`src/include/lpm_pkg.sv`:
```
// Package for the low-power mode controller: register map, fields, states
package lpm_pkg;
  localparam logic [7:0] LPM_CTRL_ADDR = 8'h00;
  localparam logic [7:0] LPM_STAT_ADDR = 8'h04;
  localparam logic [7:0] LPM_GATE_ADDR = 8'h08;
  localparam int CTRL_STOP_ALLOW = 0;
  localparam int CTRL_REF_KEEP = 1;
  localparam int CTRL_LVD_ON = 2;
  localparam int CTRL_LVD_STOP_ON = 3;
  localparam int CTRL_TMR_EN = 4;
  localparam int CTRL_CMP_EN = 5;
  localparam int CTRL_WKT_EN = 6;
  localparam int CTRL_WKT_STOP = 7;
  localparam int CTRL_W = 8;
  localparam logic [CTRL_W-1:0] CTRL_RESET = 8'h00;
  localparam logic [1:0] HTRANS_NONSEQ = 2'h2;
  localparam logic [2:0] HSIZE_WORD = 3'h2;
  localparam int WAKE_CYCLES = 2;
  typedef enum logic [1:0]
  {
    LPM_RUN = 2'b00,
    LPM_WAIT = 2'b01,
    LPM_STOP = 2'b11,
    LPM_WAKE = 2'b10
  } lpm_state_e;
endpackage

```
`src/rtl/lpm_sync.sv`:
```
// Three-stage input synchroniser; change accepted when stages two and three agree
`timescale 1ns/1ns
`default_nettype none
module lpm_sync
  import lpm_pkg::*;
(
  input wire logic core_clk,
  input wire logic arst_n,
  input wire logic din,
  output logic dout
);
  logic s1;
  logic s2;
  logic s3;

  // First stage read only by the second
  always_ff @(posedge core_clk or negedge arst_n)
  begin
    if (!arst_n)
    begin
      s1 <= 1'b0;
      s2 <= 1'b0;
      s3 <= 1'b0;
      dout <= 1'b0;
    end
    else
    begin
      s1 <= din;
      s2 <= s1;
      s3 <= s2;
      if (s2 == s3)
        dout <= s3;
    end
  end
endmodule // lpm_sync
`default_nettype wire

```
`src/rtl/lpm_ctrl.sv`:
```
// Low-power mode controller: wait/stop sequencing, clock and regulator gating, AHB-Lite registers
//
// The AHB-Lite interface to the registers and the address map were decided locally.
`timescale 1ns/1ns
`default_nettype none
module lpm_ctrl
  import lpm_pkg::*;
#(
  parameter int WAKE_DELAY = WAKE_CYCLES
)
(
  input wire logic core_clk,
  input wire logic arst_n,
  input wire logic hsel,
  input wire logic [31:0] haddr,
  input wire logic [1:0] htrans,
  input wire logic hwrite,
  input wire logic [2:0] hsize,
  input wire logic [31:0] hwdata,
  input wire logic hready,
  output logic [31:0] hrdata,
  output logic hreadyout,
  output logic hresp,
  input wire logic waitExec,
  input wire logic stopExec,
  input wire logic irqPin,
  input wire logic irqCore,
  output logic cpuClkOn,
  output logic pcHold,
  output logic pcAdvance,
  output logic illegalReset,
  output logic regulatorOn,
  output logic clockSourceOn,
  output logic busClkOn,
  output logic timerClkOn,
  output logic compClkOn,
  output logic wakeTimerClkOn,
  output logic ioHold
);
  logic [CTRL_W-1:0] ctrl;
  lpm_state_e state;
  lpm_state_e next_state;
  logic fromStop;
  logic [7:0] wakeCnt;
  logic irqSync;
  logic irqAny;
  logic dWrite;
  logic [7:0] dAddr;
  logic keepSource;

  // Pin interrupt comes from outside the clock domain
  lpm_sync u_irq_sync
  (
    .core_clk(core_clk),
    .arst_n(arst_n),
    .din(irqPin),
    .dout(irqSync)
  );

  assign irqAny = irqSync | irqCore;
  // Source kept only with all three keep bits set
  assign keepSource = ctrl[CTRL_REF_KEEP] & ctrl[CTRL_LVD_ON] & ctrl[CTRL_LVD_STOP_ON];

  // AHB-Lite address phase capture; always zero wait states
  always_ff @(posedge core_clk or negedge arst_n)
  begin
    if (!arst_n)
    begin
      dWrite <= 1'b0;
      dAddr <= 8'h00;
    end
    else if (hready)
    begin
      dWrite <= hsel & htrans[1] & hwrite & (hsize == HSIZE_WORD);
      dAddr <= haddr[7:0];
    end
  end

  // Control register write; steers gating decisions
  always_ff @(posedge core_clk or negedge arst_n)
  begin
    if (!arst_n)
      ctrl <= CTRL_RESET;
    else if (dWrite && dAddr == LPM_CTRL_ADDR)
      ctrl <= hwdata[CTRL_W-1:0];
  end

  // Read data mux; unmapped reads zero, response always OKAY
  always_ff @(posedge core_clk or negedge arst_n)
  begin
    if (!arst_n)
    begin
      hrdata <= 32'h0;
      hreadyout <= 1'b1;
      hresp <= 1'b0;
    end
    else
    begin
      hreadyout <= 1'b1;
      hresp <= 1'b0;
      if (hready && hsel && htrans[1] && !hwrite)
      begin
        case (haddr[7:0])
          LPM_CTRL_ADDR: hrdata <= {24'h0, ctrl};
          LPM_STAT_ADDR: hrdata <= {29'h0, fromStop, state};
          LPM_GATE_ADDR: hrdata <= {24'h0, ioHold, wakeTimerClkOn, compClkOn, timerClkOn,
                                    busClkOn, clockSourceOn, regulatorOn, cpuClkOn};
          default: hrdata <= 32'h0;
        endcase
      end
    end
  end

  // Mode sequencing
  always_comb
  begin
    next_state = state;
    case (state)
      LPM_RUN:
      begin
        if (stopExec && ctrl[CTRL_STOP_ALLOW])
          next_state = LPM_STOP;
        else if (waitExec && !stopExec)
          next_state = LPM_WAIT;
      end
      LPM_WAIT:
        if (irqAny)
          next_state = LPM_WAKE;
      LPM_STOP:
        if (irqAny)
          next_state = LPM_WAKE;
      LPM_WAKE:
        if (wakeCnt == 8'(WAKE_DELAY - 1))
          next_state = LPM_RUN;
      default: next_state = LPM_RUN;
    endcase
  end

  // State register; device reset returns to run for vector fetch
  always_ff @(posedge core_clk or negedge arst_n)
  begin
    if (!arst_n)
      state <= LPM_RUN;
    else
      state <= next_state;
  end

  // Remember which mode is being left
  always_ff @(posedge core_clk or negedge arst_n)
  begin
    if (!arst_n)
      fromStop <= 1'b0;
    else if (state == LPM_STOP)
      fromStop <= 1'b1;
    else if (state == LPM_WAIT)
      fromStop <= 1'b0;
  end

  // Wake settling counter
  always_ff @(posedge core_clk or negedge arst_n)
  begin
    if (!arst_n)
      wakeCnt <= 8'h00;
    else if (state == LPM_WAKE)
      wakeCnt <= wakeCnt + 8'h01;
    else
      wakeCnt <= 8'h00;
  end

  always_ff @(posedge core_clk or negedge arst_n)
  begin
    if (!arst_n)
      illegalReset <= 1'b0;
    else
      illegalReset <= (state == LPM_RUN) & stopExec & ~ctrl[CTRL_STOP_ALLOW];
  end

  // Resume pulse; PC advances past halt point
  always_ff @(posedge core_clk or negedge arst_n)
  begin
    if (!arst_n)
      pcAdvance <= 1'b0;
    else
      pcAdvance <= (state == LPM_WAKE) && (next_state == LPM_RUN);
  end

  // Clock and power gating, registered so outputs never glitch
  always_ff @(posedge core_clk or negedge arst_n)
  begin
    if (!arst_n)
    begin
      cpuClkOn <= 1'b1;
      pcHold <= 1'b0;
      regulatorOn <= 1'b1;
      clockSourceOn <= 1'b1;
      busClkOn <= 1'b1;
      timerClkOn <= 1'b1;
      compClkOn <= 1'b1;
      wakeTimerClkOn <= 1'b1;
      ioHold <= 1'b0;
    end
    else
    begin
      cpuClkOn <= (next_state == LPM_RUN);
      pcHold <= (next_state != LPM_RUN);
      ioHold <= (next_state == LPM_WAIT) || (next_state == LPM_STOP);
      regulatorOn <= (next_state != LPM_STOP);
      busClkOn <= (next_state != LPM_STOP);
      clockSourceOn <= (next_state != LPM_STOP) || keepSource;
      timerClkOn <= (next_state != LPM_STOP) && ((next_state == LPM_RUN) || ctrl[CTRL_TMR_EN]);
      compClkOn <= (next_state == LPM_RUN) || ((next_state == LPM_WAIT) && ctrl[CTRL_CMP_EN]) ||
                   ((next_state == LPM_STOP) && ctrl[CTRL_CMP_EN] && keepSource);
      wakeTimerClkOn <= (next_state == LPM_RUN) || ((next_state == LPM_WAIT) && ctrl[CTRL_WKT_EN]) ||
                        ((next_state == LPM_STOP) && ctrl[CTRL_WKT_STOP]);
    end
  end

  chk_stop_illegal: assert property (@(posedge core_clk) disable iff (!arst_n)
    (state == LPM_RUN && stopExec && !ctrl[CTRL_STOP_ALLOW]) |=> illegalReset && state == LPM_RUN)
    else $error("disallowed stop did not reset");
  chk_stop_gates: assert property (@(posedge core_clk) disable iff (!arst_n)
    (state == LPM_STOP) |-> !regulatorOn && !busClkOn && !cpuClkOn)
    else $error("stop left clocks running");
  // Source off unless three bits set
  chk_source_keep: assert property (@(posedge core_clk) disable iff (!arst_n)
    (state == LPM_STOP && $stable(ctrl)) |-> (clockSourceOn == keepSource))
    else $error("clock source wrong in stop");
  chk_wait_cpu: assert property (@(posedge core_clk) disable iff (!arst_n)
    (state == LPM_WAIT) |-> !cpuClkOn && pcHold && regulatorOn && clockSourceOn)
    else $error("wait did not gate cpu");
  chk_wait_hold: assert property (@(posedge core_clk) disable iff (!arst_n)
    (state == LPM_WAIT && !irqAny) |=> state == LPM_WAIT)
    else $error("wait left without interrupt");
  chk_wake_advance: assert property (@(posedge core_clk) disable iff (!arst_n)
    (state == LPM_STOP && irqAny) |-> ##[1:8] pcAdvance)
    else $error("no resume after stop interrupt");
  chk_clk_first: assert property (@(posedge core_clk) disable iff (!arst_n)
    $rose(cpuClkOn) |-> regulatorOn && busClkOn && $past(regulatorOn))
    else $error("cpu clocked before regulator");
  chk_timer_stop: assert property (@(posedge core_clk) disable iff (!arst_n)
    (state == LPM_STOP) |-> !timerClkOn)
    else $error("timer running in stop");
  chk_io_hold: assert property (@(posedge core_clk) disable iff (!arst_n)
    (state == LPM_WAIT || state == LPM_STOP) |-> ioHold)
    else $error("pins not held");
  chk_wait_resume: assert property (@(posedge core_clk) disable iff (!arst_n)
    (state == LPM_WAIT && irqAny) |-> ##[1:8] (pcAdvance && cpuClkOn))
    else $error("no resume after wait interrupt");
  chk_wake_power: assert property (@(posedge core_clk) disable iff (!arst_n)
    (state == LPM_WAKE) |-> regulatorOn && busClkOn && !cpuClkOn && pcHold)
    else $error("cpu clocked before power was back");
  chk_advance_run: assert property (@(posedge core_clk) disable iff (!arst_n)
    pcAdvance |-> state == LPM_RUN && cpuClkOn && !pcHold)
    else $error("pc advanced while halted");
  chk_refused_run: assert property (@(posedge core_clk) disable iff (!arst_n)
    illegalReset |-> state == LPM_RUN && cpuClkOn && !ioHold)
    else $error("refused stop left run mode");

  // Main mode transitions, refused stop and clock source kept in stop reached
  cov_wait_exit: cover property (@(posedge core_clk) disable iff (!arst_n)
    state == LPM_WAIT ##1 state == LPM_WAKE);
  cov_stop_exit: cover property (@(posedge core_clk) disable iff (!arst_n)
    state == LPM_STOP ##1 state == LPM_WAKE);
  cov_illegal: cover property (@(posedge core_clk) disable iff (!arst_n) illegalReset);
  cov_keep_src: cover property (@(posedge core_clk) disable iff (!arst_n)
    state == LPM_STOP && clockSourceOn);
  cov_wake_run: cover property (@(posedge core_clk) disable iff (!arst_n) pcAdvance);
endmodule // lpm_ctrl
`default_nettype wire

```
`config.mk`:
```
export PLATFORM = sky130hd
export DESIGN_NAME = lpm_ctrl
export DESIGN_NICKNAME = d
export VERILOG_FILES = /design/src/include/lpm_pkg.sv /design/src/rtl/lpm_sync.sv /design/src/rtl/lpm_ctrl.sv
export SDC_FILE = /design/constraint.sdc
export NUM_CORES = 1
export LEC_CHECK = 0
export BUFFER_PORTS_ARGS = -buffer_cell sky130_fd_sc_hd__buf_2
export CAP_MARGIN = 5
export CORE_ASPECT_RATIO = 1.1
export CORE_MARGIN = 3
export CORE_UTILIZATION = 48
export CTS_CLUSTER_DIAMETER = 40
export DETAILED_ROUTE_END_ITERATION = 6
export PLACE_DENSITY = 0.9
export SLEW_MARGIN = 0
export SYNTH_ARGS = -nofsm -noshare
export SYNTH_HDL_FRONTEND = slang
export SYNTH_HIERARCHICAL = 1
export SYNTH_SLANG_ARGS = --single-unit
```
`constraint.sdc`:
```
create_clock -name core_clk -period 3.45 [get_ports core_clk]
set_input_delay 0.5175 -clock core_clk [delete_from_list [all_inputs] [get_ports core_clk]]
set_output_delay 0.5175 -clock core_clk [all_outputs]
set_load 0.02 [all_outputs]
```
==> results_dict.tcl, run 1 <==
set metrics [dict create \
    status "finished clean" \
    ir_drop_mv 0.3379 \
    hold_class "in -> reg" \
    drv_slew 0 \
    wire_per_inst_um 14.38 \
    use_met3 0.04225 \
    gr-usage-all-layers 0.1636 \
    slew_headroom 0.2951 \
    async_flop_share 1.000 \
    ant_nets 0 \
    yosysWarnings 6 \
    criticalPathCategory "reg -> reg" \
    max_cap_violations 0 \
    cts_resized 0 \
    cellPowerDensity_mw_per_mm2 621.6 \
    postSynthCellCount 197 \
    clk_pin_slew_ns 0.09 \
    critPathCaptureType "register" \
    hold_buffers 0 \
    drive_gt1_frac 0.3469 \
    drc 0 \
    grt_max_degree 51 \
    ys.flop_type "dfrtp_1" \
    vias 1489 \
    overflow 0 \
    finalNetCount 324 \
    rsz0062_at_grt "no" \
    cts_sinks 50 \
    finalHoldViolCount 0 \
    postCtsSetupBuffers 0 \
    tightest_slew_ns 1.057 \
    ys_ff_latch 50 \
    fin_crit_sh 0.4763 \
    crit_required_ns 3.71 \
    syn_to_final_growth_pct 12.47 \
    min_period_ns 1.643 \
    post-dp-hpwl_um 3282 \
    drtIter0Drc 61 \
    hold-path-cell-count 1 \
    gr-usage-met1 0.1993 \
    grt-busiest-layer "met2" \
    root_buffer "clkbuf_8" \
    synth_edf_count 0 \
    start_kind "register" \
    grt_pass1_wl_um 7038 \
    io_pins 123 \
    cts_buffer_depth 2 \
    path_max_fanout 4 \
    setup-tns-final_ns 0 \
    n_antenna_cell 0 \
    finalSetupViolations 0 \
    drt-total-wl_um 4299 \
    firstDrtPassIters 4 \
    fmax_mhz 608.6 \
    finalPower_mw 1.607 \
    numCtsBuffers 5 \
    synth.distinct_cells 39 \
    synth_area_per_cell_um2 11.67 \
    num_rows 25 \
    start_util 0.5175 \
    avgViaCountPerCell 4.980 \
    die_area_mm2 0.005656 \
    die_w_um 71.98 \
    leakagePower_nw 1.266 \
    grt_pass1_vias 1440 \
    cts_tree "built" \
    chipHeight_um 78.58 \
    antenna_found_initial 0 \
    gp_congestion 0.8345 \
    worstSkewPairLatency_ns 0.31 \
    synth-seq-area-share 0.5476 \
    rr_worst_depth 4 \
    skew_ns 0.009653 \
    netlist_area_mm2 0.002298 \
    grt_util_met2 0.2619 \
    arrival_ns 1.90 \
    port_buffers 47 \
    cts.htree.levels 2 \
    core-area_mm2 0.004442 \
]
-- layer usage --
metal	vias to the layer above	share of wire
met5	-	0
met4	0	0.025
met3	9	0.066
met2	43	0.50
met1	717	0.41
li1	720	-
-- final cells by class --
| type | count | area [um2] |
|---|---|---|
| inverter | 3 | 11.26 |
| sequential | 50 | 1259 |
| clock inverter | 1 | 30.03 |
| multi-input combinational | 137 | 895.9 |
| timing repair buffer | 47 | 235.2 |
| fill | 388 | 1857 |
| tap | 54 | 67.56 |
| clock buffer | 7 | 86.33 |
-- path summary, 6_finish.rpt --
check,start,to,slack (ns)
hold reg to reg,u_irq_sync/s1$_DFF_PN0_,u_irq_sync/s2$_DFF_PN0_,0.36
max in group asynchronous,arst_n,state[1]$_DFF_PN0_,2.41
min in group asynchronous,arst_n,pcHold$_DFF_PN0_,0.40
setup reg to reg,wakeCnt[4]$_DFF_PN0_,timerClkOn$_DFF_PN1_,1.81
hold / removal,irqPin,u_irq_sync/s1$_DFF_PN0_,0.31
setup / recovery,wakeCnt[4]$_DFF_PN0_,timerClkOn$_DFF_PN1_,1.81
-- cells by family after synthesis --
kind of cell | count (synthesis) | synth area share
adder cells (fa/ha/maj) | 3 | 0.01578
multiplexers | 27 | 0.1274
AO/OA/AOI/OAI | 21 | 0.05662
buffers and inverters | 34 | 0.1018
flip-flops | 50 | 0.5476
XOR/XNOR | 6 | 0.02286
AND/OR/NAND/NOR | 54 | 0.1247
other | 2 | 0.003267
-- stage by stage --
stage | util | setup slack, ns | hold slack [ns] | cell area, um2 | instances
after floorplan | - | 1.890 | 0.2219 | 2389 | 221
after global placement | 0.5558 | 1.598 | 0.3395 | 2469 | 291
after detailed placement | 0.5558 | 1.532 | 0.3364 | 2469 | 291
after CTS | 0.5820 | 1.793 | 0.3056 | 2585 | 299
after global routing | 0.5820 | 1.746 | 0.2975 | 2585 | 299
final | 0.5820 | 1.807 | 0.3096 | 2585 | 299
-- layout by cell type, fill, tap and decap left out, types with 3 or more instances in the layout --
cell / netlist / routed
conb_1: 2 / 26
mux2_2: 18 / 18
clkbuf_8: 0 / 6
dfrtp_1: 44 / 44
nor2_1: 16 / 16
o21ai_0: 9 / 9
xor2_1: 4 / 4
nand2_1: 11 / 11
nor4_1: 4 / 4
dfstp_2: 6 / 6
inv_1: 3 / 3
mux2i_1: 9 / 9
nand3_1: 4 / 4
a21oi_1: 4 / 4
buf_2: 1 / 47
nand2b_1: 3 / 3
-- power by group --
part / switching [mW] / internal (mW) / leakage (nW)
Combinational: 0.246 / 0.154 / 0.589
Sequential: 0.0874 / 0.700 / 0.618
Clock: 0.183 / 0.236 / 0.0585
Total: 0.516 / 1.09 / 1.27
-- sequential cells by signal (all words and copies together), names as in the netlist, 2 cells and up --
signal / count
ctrl: 8
dAddr: 8
hrdata: 8
state: 2
wakeCnt: 8
-- cell usage after synthesis, types with 2 or more instances --
cell	count	share of area
buf_4	28	0.091
and3_2	2	0.0065
nor4_1	4	0.011
nor2_1	16	0.026
xnor2_1	2	0.0076
ha_1	2	0.011
o21ai_0	9	0.020
clkbuf_1	2	0.0033
mux2i_1	9	0.039
a21oi_1	4	0.0087
nand4b_1	2	0.0076
nand2_1	11	0.018
dfrtp_1	44	0.48
nand4_1	2	0.0054
inv_1	3	0.0049
nand2b_1	3	0.0082
nand3_1	4	0.0087
conb_1	2	0.0033
mux2_2	18	0.088
a22o_1	2	0.0076
dfstp_2	6	0.069
nor2b_1	2	0.0054
xor2_1	4	0.015
-- critical path: stages (launching register included) --
cell and delay, ns:
dfrtp_1 0.41, or4_4 0.55, o32a_1 0.39, nor2_4 0.12
a21o_1 0.12
Power figures use the tool's default switching activity.
==> run 2, diff against run 1 <==
ABC_AREA = 1   (was unset)
CORE_UTILIZATION = 45   (was 48)
PLACE_DENSITY = 0.85   (was 0.9)
clock period = 1.6 ns   (was 3.45 ns; I/O delays follow)
==> run 2 against run 1 <==
Compared with the run above: critical path depth grew 2; clock skew hardly changed; first-iteration DRC count up 87%; sequential share of layout area decreased by 2.4 points; routed wire length grew 6.1%; worst hold slack got worse by 0.26 ns; die area up 9.5%; clock power grew 69%; critical path type unchanged; critical endpoint unchanged.
==> results_dict.tcl, run 2 <==
set metrics [dict create \
    status "finished clean" \
    min_from "irqPin" \
    io_pins 123 \
    synthAdderAreaFrac 0.01052 \
    setup-tns-final_ns 0 \
    fin_crit_sh 0.8210 \
    post-dp-hpwl_um 3618 \
    overflow 0 \
    antenna_found_initial 0 \
    cts_tree "built" \
    ant_nets 0 \
    drive_gt1_frac 0.2281 \
    drt-total-wl_um 4562 \
    port_buffers 47 \
    ff_latch_area_mm2 0.001259 \
    crit_chain "nor2_1 -> nand2_1 -> nand2_2 -> nand2_2 -> nand2_1 -> nand2_1" \
    rsz0062_at_grt "no" \
    mostFrequentLayoutCell "nand2_1" \
    cts_resized 0 \
    worstSkewPairLatency_ns 0.30 \
    min_period_ns 1.314 \
    r2r_start "state[0]$_DFF_PN0_" \
    synth_edf_count 0 \
    seqPwrFrac 0.502 \
    finalHoldViolCount 0 \
    netlist_area_mm2 0.002379 \
    min_to "u_irq_sync/s1$_DFF_PN0_" \
    start_kind "register" \
    gp_congestion 0.7411 \
    postCtsSetupBuffers 0 \
    die_w_um 75.32 \
    synth-simple-area-share 0.2551 \
    wire_per_inst_um 11.41 \
    switching_share 0.3548 \
    p_int_mw 2.052 \
    critPathCaptureType "register" \
    avgViaCountPerCell 4.630 \
    cellPowerDensity_mw_per_mm2 1169 \
    r2r_slack_ns 0.29 \
    combinationalPowerShare 0.275 \
    core-area_mm2 0.005067 \
    async_flop_share 1.000 \
    ys.flop_type "dfrtp_1" \
    timing.hold.ws_ns 0.04555 \
    n_antenna_cell 0 \
    fmax_mhz 761.3 \
    rr_worst_depth 6 \
    postSynthCellCount 285 \
    gr-usage-met1 0.1835 \
    ys_ff_latch 50 \
    synth_top_area_cell "dfrtp_1" \
    synth_compound_area_frac 0.05892 \
    synth_top_area_frac 0.4629 \
    arrival_ns 1.55 \
    multi_input_area_um2 878.3 \
    cp_slowest_cell "dfrtp_1" \
    hold_class "in -> reg" \
    final_cell_mix "76 x nand2_1, 47 x buf_2, 44 x dfrtp_1" \
    start_util 0.4694 \
    drc 0 \
    r2r_end "timerClkOn$_DFF_PN1_" \
    pwr-share-clk 0.223 \
    yosysWarnings 6 \
    crit_family "simple AND/OR/NAND/NOR gates" \
    max_cap_violations 0 \
    num_rows 27 \
    grt_pass1_vias 1713 \
    vias 1852 \
    path_max_fanout 5 \
    numCtsBuffers 5 \
    crit_buf_inv 0 \
    criticalPathCategory "reg -> reg" \
    cts_sinks 50 \
    grt-busiest-layer "met2" \
    chipHeight_um 82.25 \
    path_depth 6 \
    synth_area_per_cell_um2 8.346 \
    netlist_top_cells_count "76 x nand2_1, 44 x dfrtp_1, 31 x nor2_1" \
    root_buffer "clkbuf_8" \
    ir_drop_mv 0.6090 \
    grt_max_degree 23 \
    syn_to_final_growth_pct 14.31 \
    clk_pin_slew_ns 0.09 \
    finalSetupViolations 0 \
    cts.htree.levels 2 \
    fillers 478 \
    leakagePower_nw 1.446 \
    grt_util_met2 0.2824 \
    skew_ns 0.009540 \
    drv_slew 0 \
    synth_top_family_by_area "simple AND/OR/NAND/NOR gates" \
    netlist_top_cells_area "dfrtp_1 46%, nand2_1 12%, buf_4 8.8%, dfstp_2 6.6%, nor2_1 4.9%" \
    finalNetCount 421 \
    hold-path-cell-count 1 \
    use_met3 0.04722 \
    crit_required_ns 1.84 \
    yosys.cell_count.top_type "nand2_1" \
    synth-seq-area-share 0.5292 \
    crit_start "state[0]$_DFF_PN0_" \
    synth.distinct_cells 26 \
    crit_top_cell "nand2_1" \
    die_area_mm2 0.006195 \
    gr-usage-all-layers 0.1618 \
    synth_xor_xnor_area_share 0.003682 \
    drtIter0Drc 114 \
    p_sw_mw 1.128 \
    grt_pass1_wl_um 7465 \
    synth.mux.area_fraction 0 \
    firstDrtPassIters 4 \
    cts_buffer_depth 2 \
    critPathMaxStageDelay_ns 0.45 \
]
[run 2: repair_timing]
action / in CTS / in global routing
endpoints found under the setup margin: 0 / 0
endpoints found under the hold margin: 12 / 0
hold buffers: 1 / 0
[run 2: worst max path at each step]
stage / to
2_1_floorplan: timerClkOn$_DFF_PN1_
3_3_place_gp: timerClkOn$_DFF_PN1_
3_5_place_dp: timerClkOn$_DFF_PN1_
4_1_cts: timerClkOn$_DFF_PN1_
5_1_grt: timerClkOn$_DFF_PN1_
6_report: timerClkOn$_DFF_PN1_
[run 2: cells by family after synthesis]
group                      count (synthesis)
and+or+nand+nor                          143
buffers and inverters                     60
DFF                                       50
AOI/OAI and AO/OA                         27
adders and majority gates                  2
other                                      2
xor gates and xnor gates                   1
[run 2: power by group through the flow]
stage               clock, mW  sequential, mW  combinational, mW
finish                  0.710            1.60              0.875
global route            0.792            1.62              0.999
CTS                     0.733            1.59              0.884
detailed placement          0            1.62              0.879
global placement            0            1.61              0.846
floorplan                   0            1.70              0.567
[run 2: through the flow]
stage | util | power, mW | instances | cell area, um2 | worst slack (ns)
after detailed placement | 0.5175 | 2.497 | 391 | 2623 | 0.3211
after global placement | 0.5175 | 2.458 | 391 | 2623 | 0.3517
after global routing | 0.5365 | 3.406 | 400 | 2719 | 0.1387
after CTS | 0.5365 | 3.210 | 400 | 2719 | 0.3052
after floorplan | - | 2.265 | 309 | 2469 | 0.4712
final | 0.5365 | 3.180 | 400 | 2719 | 0.2865
[run 2: cell type report]
| type | instances | area share |
|---|---|---|
| multi-input cells | 199 | 0.3231 |
| inverters | 30 | 0.04142 |
| repair buffers | 55 | 0.1141 |
| well taps | 58 | 0.02669 |
| clock buffers | 6 | 0.02669 |
| clock inverters | 2 | 0.005062 |
| flip-flops and latches | 50 | 0.4630 |
[run 2: routing by layer]
| layer | routed length [um] | vias up |
|---|---|---|
| li1 | - | 946 |
| met1 | 1875 | 849 |
| met2 | 2334 | 51 |
| met3 | 277 | 6 |
| met4 | 74 | 0 |
| met5 | 0 | - |
==> run 3, diff against run 2 <==
clock period = 1.3 ns   (was 1.6 ns; I/O delays follow)
==> run 3 against run 2 <==
Compared with the run above: clock-buffer cell count increased by 1; via count up 3.7%; setup slack lost 0.24 ns; power up 36%; die area stayed put; fmax up 5.1%; global-route usage down 0.25 points; critical endpoint is now pcAdvance$_DFF_PN0_.
==> results_dict.tcl, run 3 (synthesized netlist as in run 2, its figures left out) <==
set metrics [dict create \
    cellPowerDensity_mw_per_mm2 1506 \
    drv_slew 0 \
    drive_gt1_frac 0.2707 \
    gp_congestion 0.7384 \
    cts_tree "built" \
    root_buffer "clkbuf_8" \
    port_buffers 47 \
    grt_pass1_vias 1723 \
    die_area_mm2 0.006195 \
    clk_pin_slew_ns 0.09 \
    io_pins 123 \
    fin_crit_sh 0.9613 \
    rsz0062_at_grt "yes" \
    wire_per_inst_um 11.48 \
    rr_worst_depth 8 \
    overflow 0 \
    hold_class "in -> reg" \
    skew_ns 0.007382 \
    ant_nets 0 \
    numCtsBuffers 5 \
    status "finished clean" \
    start_util 0.4694 \
    firstDrtPassIters 4 \
    leakagePower_nw 1.512 \
    mostFrequentLayoutCell "nand2_1" \
    finalHoldViolCount 0 \
    cts_buffer_depth 2 \
    final_cell_mix "72 x nand2_1, 47 x buf_2, 43 x dfrtp_1" \
    drt-total-wl_um 4696 \
    placedCellCount 392 \
    cts_sinks 50 \
    critPathCaptureType "register" \
    path_max_fanout 6 \
    post-dp-hpwl_um 3708 \
    n_antenna_cell 0 \
    grt_pass1_wl_um 7369 \
    start_kind "register" \
    gr-usage-all-layers 0.1592 \
    vias 1921 \
    combinationalPowerShare 0.303 \
    final_cells 409 \
    ir_drop_mv 0.7502 \
    dp_slack_ns 0.04000 \
    min_period_ns 1.250 \
    fillers 445 \
    avgViaCountPerCell 4.697 \
    hold-path-cell-count 3 \
    finalNetCount 430 \
    cts.htree.levels 2 \
    fmax_mhz 800.2 \
    syn_to_final_growth_pct 20.73 \
    criticalPathCategory "reg -> reg" \
    chipHeight_um 82.25 \
    drc 0 \
    worstSkewPairLatency_ns 0.30 \
    timing.hold.ws_ns 0.08332 \
    r2r_slack_ns 0.05 \
    grt_max_degree 21 \
    max_cap_violations 0 \
    drtIter0Drc 104 \
    p_sw_mw 1.448 \
    seqPwrFrac 0.454 \
    arrival_ns 1.44 \
    switching_share 0.3348 \
    pwr-share-clk 0.243 \
    num_rows 27 \
    antenna_found_initial 0 \
    core-area_mm2 0.005067 \
    p_int_mw 2.877 \
    die_w_um 75.32 \
    crit_required_ns 1.49 \
    timing.final.ws_setup_ns 0.05035 \
    finalSetupViolations 0 \
]
==> run 3: repair_timing <==
action,in CTS,in global routing
endpoints found under the hold margin,14,0
hold buffers,2,0
endpoints found under the setup margin,0,14
resized for setup,0,22
buffers inserted,0,6
==> run 3: area by class of cell <==
type | instances | area (um2) | share of cell area
sequential | 50 | 1260 | 0.4388
multi-input combinational | 199 | 919.6 | 0.3203
timing repair buffer | 64 | 400.4 | 0.1394
inverter | 30 | 112.6 | 0.03922
clock buffer | 7 | 76.32 | 0.02658
tap | 58 | 72.57 | 0.02527
clock inverter | 1 | 30.03 | 0.01046
==> run 3: layer usage <==
layer / global-route usage / wire (um) / vias up
li1: - / - / 965
met1: 0.1719 / 1920 / 892
met2: 0.2936 / 2412 / 58
met3: 0.04237 / 297 / 6
met4: 0.05769 / 66 / 0
met5: 0 / 0 / -
==> run 3: final timing paths <==
path	startpoint	to
max	state[0]$_DFF_PN0_	pcAdvance$_DFF_PN0_
max in group asynchronous	arst_n	ctrl[7]$_DFFE_PN0P_
min reg2reg	u_irq_sync/s1$_DFF_PN0_	u_irq_sync/s2$_DFF_PN0_
min in group asynchronous	arst_n	dAddr[5]$_DFFE_PN0P_
min	hwdata[5]	ctrl[5]$_DFFE_PN0P_
max reg2reg	state[0]$_DFF_PN0_	pcAdvance$_DFF_PN0_
==> run 3: worst max-delay path, stage by stage (launching register included) <==
cell and delay (ns):
dfrtp_2 0.45, inv_2 0.08, nand2_2 0.07, nor2_1 0.12, nand2_2 0.09, nand2_4 0.11, inv_1 0.08, nand3_4 0.09
nor2_1 0.04
==> run 3: through the flow <==
stage | cell area [um2] | utilization | TNS, ns | total power [mW]
floorplan | 2469 | - | 0 | 2.788
global placement | 2630 | 0.5190 | 0 | 3.053
detailed placement | 2630 | 0.5190 | 0 | 3.097
CTS | 2756 | 0.5440 | 0 | 4.172
global route | 2872 | 0.5667 | -0.4449 | 4.601
finish | 2872 | 0.5667 | 0 | 4.325
==> run 3: power groups by stage <==
stage	logic (mW)	clock network [mW]	registers [mW]
2_1_floorplan	0.697	0	2.09
3_3_place_gp	1.07	0	1.98
3_5_place_dp	1.11	0	1.99
4_1_cts	1.11	1.10	1.96
5_1_grt	1.45	1.16	1.99
6_report	1.31	1.05	1.96
